--- src/shared/epi_pkg.sv ---
// ****************************************************************
// ****************************************************************
package epi_pkg;

  // ****************************************************************
  // register map, byte addresses on the apb
  // ****************************************************************
  localparam int APB_ADDR_W = 8;
  localparam logic [7:0] OFS_ENABLE = 8'h00; // irq_enable_mask
  localparam logic [7:0] OFS_PRIO_LO = 8'h04; // irq_priority_low
  localparam logic [7:0] OFS_PRIO_HI = 8'h08; // irq_priority_high
  localparam logic [7:0] OFS_EXT23 = 8'h0C; // ext_irq_control
  localparam logic [7:0] OFS_EXTCTL = 8'h10;   // ext 0/1 type and flags
  localparam logic [7:0] OFS_SRCFLAG = 8'h14;  // timer and serial flags
  localparam logic [7:0] OFS_STATUS = 8'h18;   // in-service and pending
  localparam logic [7:0] REG_RESET = 8'h00;
  localparam logic [31:0] RD_ZERO = 32'h0000_0000;

  // ****************************************************************
  // field positions and write masks
  // ****************************************************************
  localparam int EN_GLOBAL = 7;
  localparam logic [7:0] ENABLE_WMASK = 8'hBF; // bit 6 reserved
  localparam logic [7:0] PRIO_LO_WMASK = 8'h3F; // bits 7:6 reserved
  localparam logic [7:0] PRIO_HI_WMASK = 8'hFF;
  localparam logic [7:0] EXT23_WMASK = 8'hFF;
  localparam int X23_TYPE2 = 0;
  localparam int X23_FLAG2 = 1;
  localparam int X23_EN2 = 2;
  localparam int X23_LOW2 = 3;
  localparam int X23_TYPE3 = 4;
  localparam int X23_FLAG3 = 5;
  localparam int X23_EN3 = 6;
  localparam int X23_LOW3 = 7;
  localparam int EC_TYPE0 = 0;
  localparam int EC_FLAG0 = 1;
  localparam int EC_TYPE1 = 2;
  localparam int EC_FLAG1 = 3;
  localparam logic [7:0] EXTCTL_WMASK = 8'h0F;
  localparam int SF_OVF0 = 0;
  localparam int SF_OVF1 = 1;
  localparam int SF_OVF2 = 2;
  localparam int SF_EXT2 = 3;
  localparam int SF_RX = 4;
  localparam int SF_TX = 5;
  localparam logic [7:0] SRCFLAG_WMASK = 8'h3F;
  localparam int ST_PEND = 4;

  // ****************************************************************
  // sources in polling order, levels, vectors
  // ****************************************************************
  localparam int NUM_SRC = 8;
  localparam int NUM_LVL = 4;
  localparam logic [2:0] SRC_EXT0 = 3'h0;
  localparam logic [2:0] SRC_T0 = 3'h1;
  localparam logic [2:0] SRC_EXT1 = 3'h2;
  localparam logic [2:0] SRC_T1 = 3'h3;
  localparam logic [2:0] SRC_SER = 3'h4;
  localparam logic [2:0] SRC_T2 = 3'h5;
  localparam logic [2:0] SRC_EXT2 = 3'h6;
  localparam logic [2:0] SRC_EXT3 = 3'h7;
  localparam logic [2:0] RANK_NONE = 3'h4;     // nothing in service
  localparam logic [7:0] VEC_BASE = 8'h03;
  localparam logic [3:0] PIN_IDLE = 4'hF;      // request pins idle high

  // ****************************************************************
  // carriers
  // ****************************************************************
  typedef struct packed {
    logic psel;
    logic penable;
    logic pwrite;
    logic [APB_ADDR_W-1:0] paddr;
    logic [31:0] pwdata;
  } epi_apb_req_type;

  typedef struct packed {
    logic [31:0] prdata;
    logic pready;
    logic pslverr;
  } epi_apb_rsp_type;

  typedef struct packed {
    logic ack;
    logic [7:0] vector;
  } epi_vec_type;

  typedef struct packed {
    logic t0Ovf;
    logic t1Ovf;
    logic t2Ovf;
    logic t2Ext;
    logic serRx;
    logic serTx;
  } epi_flag_set_type;

  typedef struct packed {
    logic [7:0] enMask;
    logic [7:0] prioLo;
    logic [7:0] prioHi;
    logic [7:0] ext23;
    logic [7:0] extCtl;
    logic [7:0] srcFlag;
    logic [3:0] pinPrev;
    logic [NUM_LVL-1:0] inSvc;
    epi_apb_rsp_type rsp;
    epi_vec_type vec;
  } epi_state_type;

  // ****************************************************************
  // helpers
  // ****************************************************************
  // rank 0 is the highest level: pair 1,1 gives 0, pair 0,0 gives 3
  function automatic logic [1:0] epiRank(input logic hi, input logic lo);
    return {~hi, ~lo};
  endfunction

  function automatic logic [7:0] epiVector(input logic [2:0] idx);
    return VEC_BASE + {2'b00, idx, 3'b000};
  endfunction

  // lowest set bit, or RANK_NONE when empty
  function automatic logic [2:0] epiFirstSet(input logic [NUM_LVL-1:0] v);
    logic [2:0] res;
    res = RANK_NONE;
    for (int i = NUM_LVL - 1; i >= 0; i--) begin
      if (v[i]) begin
        res = 3'(i);
      end
    end
    return res;
  endfunction

endpackage

--- src/hdl/epi_irq_ctrl.sv ---
`timescale 1ns/1ps
// ****************************************************************
// eight source, four level interrupt controller
// ****************************************************************
module epi_irq_ctrl (
  // clock and reset
  input wire logic core_clk,
  input wire logic arst_n,
  // register bus
  input wire epi_pkg::epi_apb_req_type apbReq,
  output epi_pkg::epi_apb_rsp_type apbRsp,
  // request sources
  input wire logic [3:0] extReqPin_n,
  input wire epi_pkg::epi_flag_set_type flagSet,
  // processor core
  input wire logic cpuIrqReturn,
  output epi_pkg::epi_vec_type cpuVec
);
  import epi_pkg::*;

  epi_state_type r_reg;                 // whole state
  epi_state_type r_next;                // next state
  logic [NUM_SRC-1:0] reqVec;           // raw request per source
  logic [NUM_SRC-1:0] enVec;            // per-source enables
  logic [NUM_SRC-1:0] reqEn;            // requests passing enables
  logic [NUM_SRC-1:0][1:0] rank;        // level per source
  logic winValid;
  logic [2:0] winIdx;
  logic [1:0] winRank;
  logic [2:0] curRank;                  // level now in service
  logic grant;                          // vectoring this cycle
  logic wrEn;                           // apb write taking effect
  logic [3:0] fall;                     // falling edge per pin
  logic beatsWin;                       // assertion helper only

  // ****************************************************************
  // request, enable and level gathering
  // ****************************************************************
  // pins 2 and 3 keep their low bits in the ext control register
  always_comb begin
    reqVec[SRC_EXT0] = r_reg.extCtl[EC_FLAG0];
    reqVec[SRC_T0] = r_reg.srcFlag[SF_OVF0];
    reqVec[SRC_EXT1] = r_reg.extCtl[EC_FLAG1];
    reqVec[SRC_T1] = r_reg.srcFlag[SF_OVF1];
    reqVec[SRC_SER] = r_reg.srcFlag[SF_RX] | r_reg.srcFlag[SF_TX];
    reqVec[SRC_T2] = r_reg.srcFlag[SF_OVF2] | r_reg.srcFlag[SF_EXT2];
    reqVec[SRC_EXT2] = r_reg.ext23[X23_FLAG2];
    reqVec[SRC_EXT3] = r_reg.ext23[X23_FLAG3];
    enVec = {r_reg.ext23[X23_EN3], r_reg.ext23[X23_EN2], r_reg.enMask[5:0]};
    for (int i = 0; i < 6; i++) begin
      rank[i] = epiRank(r_reg.prioHi[i], r_reg.prioLo[i]);
    end
    rank[SRC_EXT2] = epiRank(r_reg.prioHi[SRC_EXT2], r_reg.ext23[X23_LOW2]);
    rank[SRC_EXT3] = epiRank(r_reg.prioHi[SRC_EXT3], r_reg.ext23[X23_LOW3]);
    reqEn = reqVec & enVec;
  end

  // ****************************************************************
  // winner search
  // ****************************************************************
  epi_prio_resolve u_resolve (
    .reqEn(reqEn),
    .rank(rank),
    .winValid(winValid),
    .winIdx(winIdx),
    .winRank(winRank)
  );

  // strictly higher level than the one in service may preempt; an
  // equal level waits, so a level-mode pin held low cannot re-enter
  always_comb begin
    curRank = epiFirstSet(r_reg.inSvc);
    grant = winValid && r_reg.enMask[EN_GLOBAL] && ({1'b0, winRank} < curRank);
    wrEn = apbReq.psel && apbReq.penable && r_reg.rsp.pready && apbReq.pwrite;
    fall = r_reg.pinPrev & ~extReqPin_n;
  end

  // ****************************************************************
  // next state
  // ****************************************************************
  always_comb begin
    logic [31:0] rd;
    logic hit;
    rd = RD_ZERO;
    hit = 1'b1;
    r_next = r_reg;
    r_next.rsp.pready = 1'b0;
    r_next.rsp.pslverr = 1'b0;
    r_next.vec.ack = 1'b0;

    // read mux, reserved bits already stored as zero
    case (apbReq.paddr)
      OFS_ENABLE: begin
        rd[7:0] = r_reg.enMask;
      end
      OFS_PRIO_LO: begin
        rd[7:0] = r_reg.prioLo;
      end
      OFS_PRIO_HI: begin
        rd[7:0] = r_reg.prioHi;
      end
      OFS_EXT23: begin
        rd[7:0] = r_reg.ext23;
      end
      OFS_EXTCTL: begin
        rd[7:0] = r_reg.extCtl;
      end
      OFS_SRCFLAG: begin
        rd[7:0] = r_reg.srcFlag;
      end
      OFS_STATUS: begin
        rd[NUM_LVL-1:0] = r_reg.inSvc;
        rd[ST_PEND] = winValid;
      end
      default: begin
        hit = 1'b0;
      end
    endcase

    // setup phase: answer is ready in the first access cycle
    if (apbReq.psel && !apbReq.penable) begin
      r_next.rsp.pready = 1'b1;
      r_next.rsp.prdata = rd;
      r_next.rsp.pslverr = ~hit;
    end

    // software writes, flags included
    if (wrEn) begin
      case (apbReq.paddr)
        OFS_ENABLE: begin
          r_next.enMask = apbReq.pwdata[7:0] & ENABLE_WMASK;
        end
        OFS_PRIO_LO: begin
          r_next.prioLo = apbReq.pwdata[7:0] & PRIO_LO_WMASK;
        end
        OFS_PRIO_HI: begin
          r_next.prioHi = apbReq.pwdata[7:0] & PRIO_HI_WMASK;
        end
        OFS_EXT23: begin
          r_next.ext23 = apbReq.pwdata[7:0] & EXT23_WMASK;
        end
        OFS_EXTCTL: begin
          r_next.extCtl = apbReq.pwdata[7:0] & EXTCTL_WMASK;
        end
        OFS_SRCFLAG: begin
          r_next.srcFlag = apbReq.pwdata[7:0] & SRCFLAG_WMASK;
        end
        default: begin
          // status is read only, unmapped writes dropped
        end
      endcase
    end

    // return from service pops the current level
    if (cpuIrqReturn && (curRank != RANK_NONE)) begin
      r_next.inSvc[curRank[1:0]] = 1'b0;
    end

    // vectoring: one-cycle acknowledge, push level, clear some flags
    if (grant) begin
      r_next.vec.ack = 1'b1;
      r_next.vec.vector = epiVector(winIdx);
      r_next.inSvc[winRank] = 1'b1;
      case (winIdx)
        SRC_EXT0: begin
          if (r_reg.extCtl[EC_TYPE0]) begin
            r_next.extCtl[EC_FLAG0] = 1'b0;
          end
        end
        SRC_EXT1: begin
          if (r_reg.extCtl[EC_TYPE1]) begin
            r_next.extCtl[EC_FLAG1] = 1'b0;
          end
        end
        SRC_EXT2: begin
          if (r_reg.ext23[X23_TYPE2]) begin
            r_next.ext23[X23_FLAG2] = 1'b0;
          end
        end
        SRC_EXT3: begin
          if (r_reg.ext23[X23_TYPE3]) begin
            r_next.ext23[X23_FLAG3] = 1'b0;
          end
        end
        SRC_T0: begin
          r_next.srcFlag[SF_OVF0] = 1'b0;
        end
        SRC_T1: begin
          r_next.srcFlag[SF_OVF1] = 1'b0;
        end
        default: begin
          // serial and timer 2 flags stay for software
        end
      endcase
    end

    // hardware sets come last so a set beats any clear
    r_next.srcFlag[SF_OVF0] = r_next.srcFlag[SF_OVF0] | flagSet.t0Ovf;
    r_next.srcFlag[SF_OVF1] = r_next.srcFlag[SF_OVF1] | flagSet.t1Ovf;
    r_next.srcFlag[SF_OVF2] = r_next.srcFlag[SF_OVF2] | flagSet.t2Ovf;
    r_next.srcFlag[SF_EXT2] = r_next.srcFlag[SF_EXT2] | flagSet.t2Ext;
    r_next.srcFlag[SF_RX] = r_next.srcFlag[SF_RX] | flagSet.serRx;
    r_next.srcFlag[SF_TX] = r_next.srcFlag[SF_TX] | flagSet.serTx;

    // external pins: edge mode latches, level mode tracks the pin
    if (r_reg.extCtl[EC_TYPE0]) begin
      r_next.extCtl[EC_FLAG0] = r_next.extCtl[EC_FLAG0] | fall[0];
    end else begin
      r_next.extCtl[EC_FLAG0] = ~extReqPin_n[0];
    end
    if (r_reg.extCtl[EC_TYPE1]) begin
      r_next.extCtl[EC_FLAG1] = r_next.extCtl[EC_FLAG1] | fall[1];
    end else begin
      r_next.extCtl[EC_FLAG1] = ~extReqPin_n[1];
    end
    if (r_reg.ext23[X23_TYPE2]) begin
      r_next.ext23[X23_FLAG2] = r_next.ext23[X23_FLAG2] | fall[2];
    end else begin
      r_next.ext23[X23_FLAG2] = ~extReqPin_n[2];
    end
    if (r_reg.ext23[X23_TYPE3]) begin
      r_next.ext23[X23_FLAG3] = r_next.ext23[X23_FLAG3] | fall[3];
    end else begin
      r_next.ext23[X23_FLAG3] = ~extReqPin_n[3];
    end
    r_next.pinPrev = extReqPin_n;
  end

  // ****************************************************************
  // state register
  // ****************************************************************
  always_ff @(posedge core_clk or negedge arst_n) begin
    if (!arst_n) begin
      r_reg.enMask <= REG_RESET;
      r_reg.prioLo <= REG_RESET;
      r_reg.prioHi <= REG_RESET;
      r_reg.ext23 <= REG_RESET;
      r_reg.extCtl <= REG_RESET;
      r_reg.srcFlag <= REG_RESET;
      r_reg.pinPrev <= PIN_IDLE;
      r_reg.inSvc <= '0;
      r_reg.rsp <= '0;
      r_reg.vec <= '0;
    end else begin
      r_reg <= r_next;
    end
  end

  // outputs straight from the state flops
  assign apbRsp = r_reg.rsp;
  assign cpuVec = r_reg.vec;

  // ****************************************************************
  // checks
  // ****************************************************************
  // any enabled request that should have beaten the winner
  always_comb begin
    beatsWin = 1'b0;
    for (int i = 0; i < NUM_SRC; i++) begin
      if (reqEn[i] && ((rank[i] < winRank) || ((rank[i] == winRank) && (3'(i) < winIdx)))) begin
        beatsWin = 1'b1;
      end
    end
  end
endmodule

--- src/hdl/epi_prio_resolve.sv ---
`timescale 1ns/1ps
// ****************************************************************
// winner search over enabled requests
// ****************************************************************
module epi_prio_resolve (
  // requests already masked by their enables
  input wire logic [epi_pkg::NUM_SRC-1:0] reqEn,
  input wire logic [epi_pkg::NUM_SRC-1:0][1:0] rank,
  // winner
  output logic winValid,
  output logic [2:0] winIdx,
  output logic [1:0] winRank
);
  import epi_pkg::*;

  // levels outer, polling order inner; first hit wins
  always_comb begin
    winValid = 1'b0;
    winIdx = SRC_EXT0;
    winRank = 2'b00;
    for (int r = 0; r < NUM_LVL; r++) begin
      for (int i = 0; i < NUM_SRC; i++) begin
        if (!winValid && reqEn[i] && (rank[i] == 2'(r))) begin
          winValid = 1'b1;
          winIdx = 3'(i);
          winRank = 2'(r);
        end
      end
    end
  end

endmodule

--- config.mk ---
export PLATFORM = sky130hd
export DESIGN_NAME = epi_irq_ctrl
export DESIGN_NICKNAME = d
export VERILOG_FILES = /design/src/shared/epi_pkg.sv /design/src/hdl/epi_irq_ctrl.sv /design/src/hdl/epi_prio_resolve.sv
export SDC_FILE = /design/constraint.sdc
export NUM_CORES = 1
export LEC_CHECK = 0
export BUFFER_PORTS_ARGS = -buffer_cell sky130_fd_sc_hd__buf_2
export CAP_MARGIN = 20
export CORE_AREA = 2 2 80 121
export CTS_CLUSTER_SIZE = 8
export DETAILED_ROUTE_END_ITERATION = 7
export DIE_AREA = 0 0 82 123
export PLACE_DENSITY_LB_ADDON = 0.3
export SLEW_MARGIN = 20
export SYNTH_ARGS = -nofsm -noshare
export SYNTH_HDL_FRONTEND = slang
export SYNTH_SLANG_ARGS = --single-unit
--- constraint.sdc ---
create_clock -name core_clk -period 2.4 [get_ports core_clk]
set_clock_uncertainty 0.05 [all_clocks]
set_input_delay 0.48 -clock core_clk [delete_from_list [all_inputs] [get_ports core_clk]]
set_output_delay 0.48 -clock core_clk [all_outputs]
set_load 0.01 [all_outputs]
==> summary.md, run 1 <==
For this design the total switching power over the nets is 0.5608 mW. For the final routed database, the setup TNS stands at -0.02790 ns. For the sequential cell area fraction in the yosys report, the log shows 0.3894. Share of total power in sequential cells: 0.438.

The cell at the slowest stage of the critical path was sky130_fd_sc_hd__dfrtp_1. 0 antenna diodes ended up in the layout. After detailed routing, the number of vias per cell comes to 5.745.

The detailed router placed 3418 vias in this run. Buffers placed on the I/O ports in this run total 47. The number of enable-type register cells in the synthesized netlist is 0.

The run gives 0 as the number of warnings printed during yosys synthesis. For this run, the leading register cell type out of synthesis is sky130_fd_sc_hd__dfrtp_1. Total stage count of the critical path: 7. STA classifies the critical path startpoint as a flip-flop. After detailed placement, the total cell area comes to 4506 sq um. The floorplan has 43 rows. STA classifies the critical path endpoint as a flip-flop. The I/O pin count was 99. The run gives 0.2433 as the total routing usage reported by global routing. The highest cell delay on the worst timing path works out to 0.42 ns.

In this run, the number of DRC markers left after iteration 0 of detailed routing was 259. The area added between synthesis and finish was 21.50%; the H-tree level count was 3. For the detailed-placement wirelength estimate, the log shows 8.743 mm. The critical-path maximum fanout is 4, and the largest net degree at the start of global routing is 24. The number of pins exceeding their max-slew limit in the final report was 0. The tools report the area of the multi-input gates as 2161 sq um. The final setup slack of the worst path came out at -0.01401 ns. The number of failing hold endpoints at the final stage is 0, and the mean post-synth cell area is 10.12 sq um.

The design draws 2.448 mW. Worst setup path endpoint: r_reg[68]$_DFF_PN0_. The logs give 2.56 ns for the signal arrival time at the worst endpoint and 0.3463 for the worst relative slew slack.

The full die area was 10090 sq um. The tools report the global-route wire length before repair as 17.89 mm. For this design, the sink count on the clock tree is 62. The setup check on the worst reg-to-reg path leaves a slack of -0.01 ns. The number of buffers and inverters on the critical path is 0.

The first detailed-routing pass ran for 5 iterations. Once detail routing completed, the nets flagged for antenna violations numbered 0. Among cell families on the critical path, the largest total delay comes from compound AO/OA/AOI/OAI gates. The fraction of final layout cells with drive strength greater than 1 works out to 0.3892. The routed design has 11.39 mm of wire. The path depth of the worst reg2reg path was 7; the horizontal extent of the die was 82 um. The fraction of power spent switching nets works out to 0.2291.

The root buffer cell chosen for the clock tree is sky130_fd_sc_hd__clkbuf_16. Leaving out fill and tap cells, the most frequent cell in the layout is sky130_fd_sc_hd__dfrtp_1. The register with the most flip-flops in the layout has 39 of them.

The number of synthesized register bits is 62. The final critical-path share of the clock period is 1.006, and the count of different cell masters after synthesis is 74. The signal on the critical path passes through o211ai_1, o22ai_2, or3_4, a311oi_4, o31ai_2, and2b_4, a41oi_2. Power density over the cells: 504.0 nW/um^2.

Number of instances in the synthesized netlist: 395. Part of the total power dissipated in the clock network: 0.499. The logs give 3401 for the via count of the first global-routing pass and 3998 sq um for the combined area of all synthesized cells. In this run the worst setup path begins at r_reg[54]$_DFF_PN0_.

Summing all non-filler instances in the final layout gives an area of 4857 sq um. Summed over all cells, the static leakage comes to 2.349 nW. TritonCTS built the clock tree.

Across the whole layout, storage elements account for 1556 sq um. The minimum setup slack after placement is -0.1087 ns. By startpoint and endpoint, the worst setup path is classified as reg -> reg.

Setup repair after global routing could not meet its margin everywhere. Peak supply drop: 353.6 uV. Setup violations remaining at the end of the flow were counted as 3. The endpoint of the worst-slack reg-to-reg timing path is r_reg[68]$_DFF_PN0_.

After floorplanning, the core was sized to cover 9039 sq um. From bottom edge to top edge, the die measures 123 um. For the number of standard cells in the layout, taps in and fillers out, the log shows 595.

The class of the tightest hold or removal check is in -> async. Counting tap cells, the placed design contains a total of 578 instances. Final routed DRC violation total: 0. The later-pin clock latency in the skew report was 0.34 ns; the clock transition at the registers of the reported paths was 0.05 ns. The measured slew at the worst slew-check pin is 0.9786 ns.

For the initial antenna violation count, the log shows 0. The starting density of the core is 0.4423, and the post-synthesis async set-or-reset flop share is 1.000. The post-detailed-route wirelength per cell is 19.15 um.

In the layout the commonest cells are sky130_fd_sc_hd__dfrtp_1, sky130_fd_sc_hd__buf_4, sky130_fd_sc_hd__buf_2. The clock passes through at most 2 buffers. Across the run, the number of max-cap violations was 0. Static timing analysis puts the maximum clock frequency at 0.4142 GHz. Number of nets in the final layout: 534. In this run the critical register-to-register path is launched from r_reg[54]$_DFF_PN0_. STA puts the critical path data required time at 2.55 ns. The logs give 0.9175 for the final weighted congestion in routability-driven placement and 847 for the number of fill cells in the layout.

The run gives 0.063 as the combinational share of power. The run finished, with violations left. The overflow left after global routing is 0. The internal cell power was 1.887 mW. For the finished layout, the period the worst path requires is 2.414 ns.

The checks that failed: negative setup slack. The tools report the CTS buffer count as 9.
-- cell usage after synthesis, types with 4 or more instances --
library cell,instances,area (sq um)
sky130_fd_sc_hd__dfrtp_1,58,1451
sky130_fd_sc_hd__o21ai_0,24,120.1
sky130_fd_sc_hd__buf_4,43,322.8
sky130_fd_sc_hd__clkbuf_1,6,22.52
sky130_fd_sc_hd__nand4b_1,9,78.83
sky130_fd_sc_hd__a222oi_1,4,40.04
sky130_fd_sc_hd__nand3_1,11,55.05
sky130_fd_sc_hd__nand2b_1,5,31.28
sky130_fd_sc_hd__inv_1,12,45.04
sky130_fd_sc_hd__mux2i_1,9,90.09
sky130_fd_sc_hd__and4bb_2,4,50.05
sky130_fd_sc_hd__nand2_1,25,93.84
sky130_fd_sc_hd__nor2_1,14,52.55
sky130_fd_sc_hd__mux2_2,35,394.1
sky130_fd_sc_hd__a211o_1,4,35.03
sky130_fd_sc_hd__nor2b_1,9,56.30
sky130_fd_sc_hd__nand4_1,10,62.56
sky130_fd_sc_hd__o31ai_1,5,37.54
sky130_fd_sc_hd__dfstp_2,4,105.1
sky130_fd_sc_hd__buf_2,6,30.03
sky130_fd_sc_hd__a31oi_1,6,37.54
sky130_fd_sc_hd__a21oi_1,10,50.05
sky130_fd_sc_hd__and4b_1,4,40.04
sky130_fd_sc_hd__nor3_1,5,25.02
sky130_fd_sc_hd__o211ai_1,4,30.03
-- worst min path at each step --
stage	from	depth (start not counted)	slack, ns	endpoint
floorplan	arst_n	0	0.13	apbRsp[0]$_DFF_PN0_
global placement	arst_n	1	0.39	r_reg[55]$_DFF_PN0_
detailed placement	arst_n	1	0.40	r_reg[55]$_DFF_PN0_
CTS	arst_n	1	0.05	enVec[5]$_DFFE_PN0P_
global route	arst_n	1	0.07	enVec[5]$_DFFE_PN0P_
finish	arst_n	1	0.03	r_reg[71]$_DFFE_PN0P_
-- power by group through the flow --
stage | Clock (mW) | Combinational (mW) | Sequential, mW
finish | 1.22 | 0.154 | 1.07
global route | 1.29 | 0.174 | 1.07
global placement | 0 | 0.151 | 1.09
floorplan | 0 | 0.107 | 1.09
detailed placement | 0 | 0.155 | 1.09
CTS | 1.25 | 0.156 | 1.07
-- through the flow --
step | hold WS (ns) | util
2_1_floorplan | 0.1344 | -
3_3_place_gp | 0.3881 | 0.4985
3_5_place_dp | 0.4033 | 0.4985
4_1_cts | 0.04624 | 0.5346
5_1_grt | 0.07478 | 0.5374
6_report | 0.03191 | 0.5374
-- metal layers --
layer | GRT usage | part of all wire | vias up
li1 | - | - | 1592
met1 | 0.2826 | 0.39 | 1655
met2 | 0.4151 | 0.52 | 137
met3 | 0.02847 | 0.045 | 34
met4 | 0.1552 | 0.051 | 0
met5 | 0 | 0 | -
-- cells by family (layout without fill, tap and decap cells) --
family          count (synthesis)  after routing  synth area share
buf+inv                        69            131            0.1089
simple gates                  124            124            0.2034
flops                          62             62            0.3894
mux                            46             46            0.1305
other cells                     1             27         0.0009381
compound gates                 93             93            0.1668
-- final cells by class --
cell class	instances	share of cell area
sequential	62	0.3205
tap	112	0.02885
clock inverter	4	0.004122
multi-input combinational	290	0.4449
timing repair buffer	103	0.1376
inverter	12	0.009274
clock buffer	12	0.05487
-- what timing repair did --
action                     CTS  global route
hold buffers                 0             0
gates resized for setup      4             6
buffers inserted             1             0
hold endpoints to repair     0             0
pin swaps                    3             2
setup endpoints to repair    8            10
(Power assumes the default switching activity.)
==> run 2, diff against run 1 <==
MAX_ROUTING_LAYER = met4   (was not set)
==> run 2 against run 1 <==
Compared with the run above:
- the run still ends with negative setup slack left
- die area unchanged
- critical path depth did not move
- worst hold slack better by 0.036 ns
- sequential power about the same
- via count shrank 1.9%
- routed wire length fell by 1.2%
- cell area about the same
- final cell count unchanged
- largest power group unchanged
==> summary.md, run 2 (synthesis gave the netlist of run 1 again) <==
Setup violations remaining at the end of the flow were counted as 2. The total routing usage reported by global routing is 0.2510. For this block, the via count after detailed routing is 3354.

The via count of the first global-routing pass is 3366, and the final core area utilization is 0.5370. The tree is rooted in a sky130_fd_sc_hd__clkbuf_16. The area added between synthesis and finish works out to 21.41%. After detailed routing, the total wire length is 11.26 mm. Minimum period implied by the final worst setup slack: 2.408 ns. The register with the most flip-flops in the layout has 39 of them. The final critical-path share of the clock period was 1.003; the reg2reg setup slack was -0.008 ns.

The floorplan step defined a core boundary enclosing 9039 sq um. The horizontal extent of the die came out at 82 um. The library cell used most frequently in the layout, excluding fill and tap cells, is sky130_fd_sc_hd__dfrtp_1. The total overflow left after global routing is 0.

The tool flagged a number of max-cap violations equal to 0. The CTS buffer count was 9. The tools report the worst reg2reg path startpoint as r_reg[55]$_DFF_PN0_. The die height was 123 um.

The largest net degree at the start of global routing is 42. In this run the cell area measured after placement is 4488 sq um. The run gives 2.408 mW as the post-route total power.

The tools report the final setup slack of the worst path as -0.008010 ns. Setup repair after global routing could not meet its margin everywhere. The clock reaches the later pin of the worst-skew pair after 0.33 ns. In this run the number of H-tree levels came out at 3.

The count of hold buffers inserted by post-cts repair was 0; the count of input and output buffers was 47. The number of failing hold endpoints at the final stage was 0. Grouping stages by cell kind, the critical path spends the most delay in compound AO/OA/AOI/OAI gates.

Detailed placement finished with a half-perimeter wire length of 8.853 mm. The run gives 0 as the final antenna-violating net count. At the end of routability-driven placement, the weighted congestion stood at 0.9667. The initial antenna violation count was 0. The final reports fail on negative setup slack. The longest clock path from root to sink contains 2 buffers. At the pin with the least slew margin, the transition time is 0.9628 ns. Leaving out fill and tap cells, the most frequent cells in the layout are sky130_fd_sc_hd__dfrtp_1, sky130_fd_sc_hd__buf_4, sky130_fd_sc_hd__buf_2.

Cell at the slowest stage of the critical path: sky130_fd_sc_hd__dfrtp_1. Walking the worst path, the cells encountered are o211ai_1, o22ai_2, or3_4, a311oi_4, o31ai_2, and2b_4, a41oi_1. The worst setup path is captured at a flip-flop. The startpoint kind of the worst setup timing path is a flip-flop. The initial DRC count is 224, and the finished layout cell area is 4853 sq um. The required arrival time at the worst endpoint came out at 2.55 ns. The final routed DRC violation total is 0, and the via count normalized by instance count is 5.637. Row generation in the floorplan step produced 43 rows. In this run the worst path has a maximum fanout of 5. For the worst setup path, the data arrival time is 2.56 ns. In this design, the stage delay of the slowest critical-path cell is 0.43 ns.

The die covers 10090 sq um. VDD sags by at most 336.5 uV. The first global-routing pass estimated 17.93 mm of wire. After clock tree synthesis, the clock-pin slew on the worst setup and hold paths is 0.06 ns. The starting density of the core was 0.4423. In this run the critical register-to-register path is captured at r_reg[72]$_DFF_PN0_. The kind of critical path is reg -> reg. 0 antenna diodes ended up in the layout. The logs give 534 for the number of nets in the final layout and 62 for the number of clock sinks seen by CTS. The power density over the cells was 496.1 nW/um^2; the worst path buffer plus inverter count was 0. The number of cells on the worst reg-to-reg path is 7. The total stage count of the critical path is 7. The cell leakage power was 2.331 nW. The run finished, with violations left.

The I/O pin count was 99; the post-detailed-route wirelength per cell was 18.92 um. Class of the tightest hold or removal check: in -> async. Timing would allow up to 0.4153 GHz. The number of pins exceeding their max-slew limit in the final report came out at 0.

The first TritonRoute pass finished after 6 iterations. The fraction of final layout cells with drive strength greater than 1 works out to 0.3934. TritonCTS built the clock tree. The tools report the worst relative slew slack as 0.3568.
[run 2: layout make-up]
cell class	instances	area, sq um
timing repair buffer	103	680.7
fill	835	4185
multi-input combinational	290	2151
inverter	12	45.04
clock buffer	10	239.0
tap	112	140.1
sequential	62	1560
clock inverter	6	37.54
[run 2: report_power, final]
group,internal (mW),switching (mW)
Combinational,0.0533,0.101
Sequential,1.06,0.0110
Clock,0.719,0.463
Total,1.83,0.575
[run 2: routing by layer]
layer | up-vias | track usage | wire, um | part of all wire
met5 | - | - | 0 | 0
met4 | 0 | 0.1333 | 435 | 0.039
met3 | 30 | 0.03942 | 495 | 0.044
met2 | 104 | 0.4177 | 5800 | 0.52
met1 | 1632 | 0.2860 | 4529 | 0.40
li1 | 1588 | - | - | -
[run 2: per-stage QoR]
stage	setup TNS [ns]	std cells	hold slack [ns]	worst slack [ns]
3_3_place_gp	-0.2329	574	0.4049	-0.06008
6_report	-0.009056	595	0.06813	-0.008010
4_1_cts	-0.01479	593	0.08304	-0.007768
3_5_place_dp	-0.4471	574	0.4198	-0.08205
5_1_grt	-0.8979	595	0.1003	-0.1279
2_1_floorplan	0	421	0.1344	0.03502
[run 2: how the worst max path moves through the flow]
| stage | from | endpoint | slack (ns) |
|---|---|---|---|
| after floorplan | apbReq[32] | r_reg[60]$_DFF_PN0_ | 0.04 |
| after global placement | apbReq[32] | r_reg[62]$_DFF_PN0_ | -0.06 |
| after detailed placement | apbReq[32] | r_reg[62]$_DFF_PN0_ | -0.08 |
| after CTS | enVec[2]$_DFFE_PN0P_ | cpuVec[5]$_DFFE_PN0N_ | -0.008 |
| after global routing | r_reg[53]$_DFF_PN0_ | cpuVec[3]$_DFFE_PN0N_ | -0.13 |
| final | r_reg[55]$_DFF_PN0_ | r_reg[72]$_DFF_PN0_ | -0.008 |
[run 2: repair_timing]
action                                  in CTS  in global routing
endpoints found under the setup margin       9                 13
pin swaps                                    6                  3
endpoints found under the hold margin        0                  0
resized for setup                           11                  1
setup buffers                                3                  2
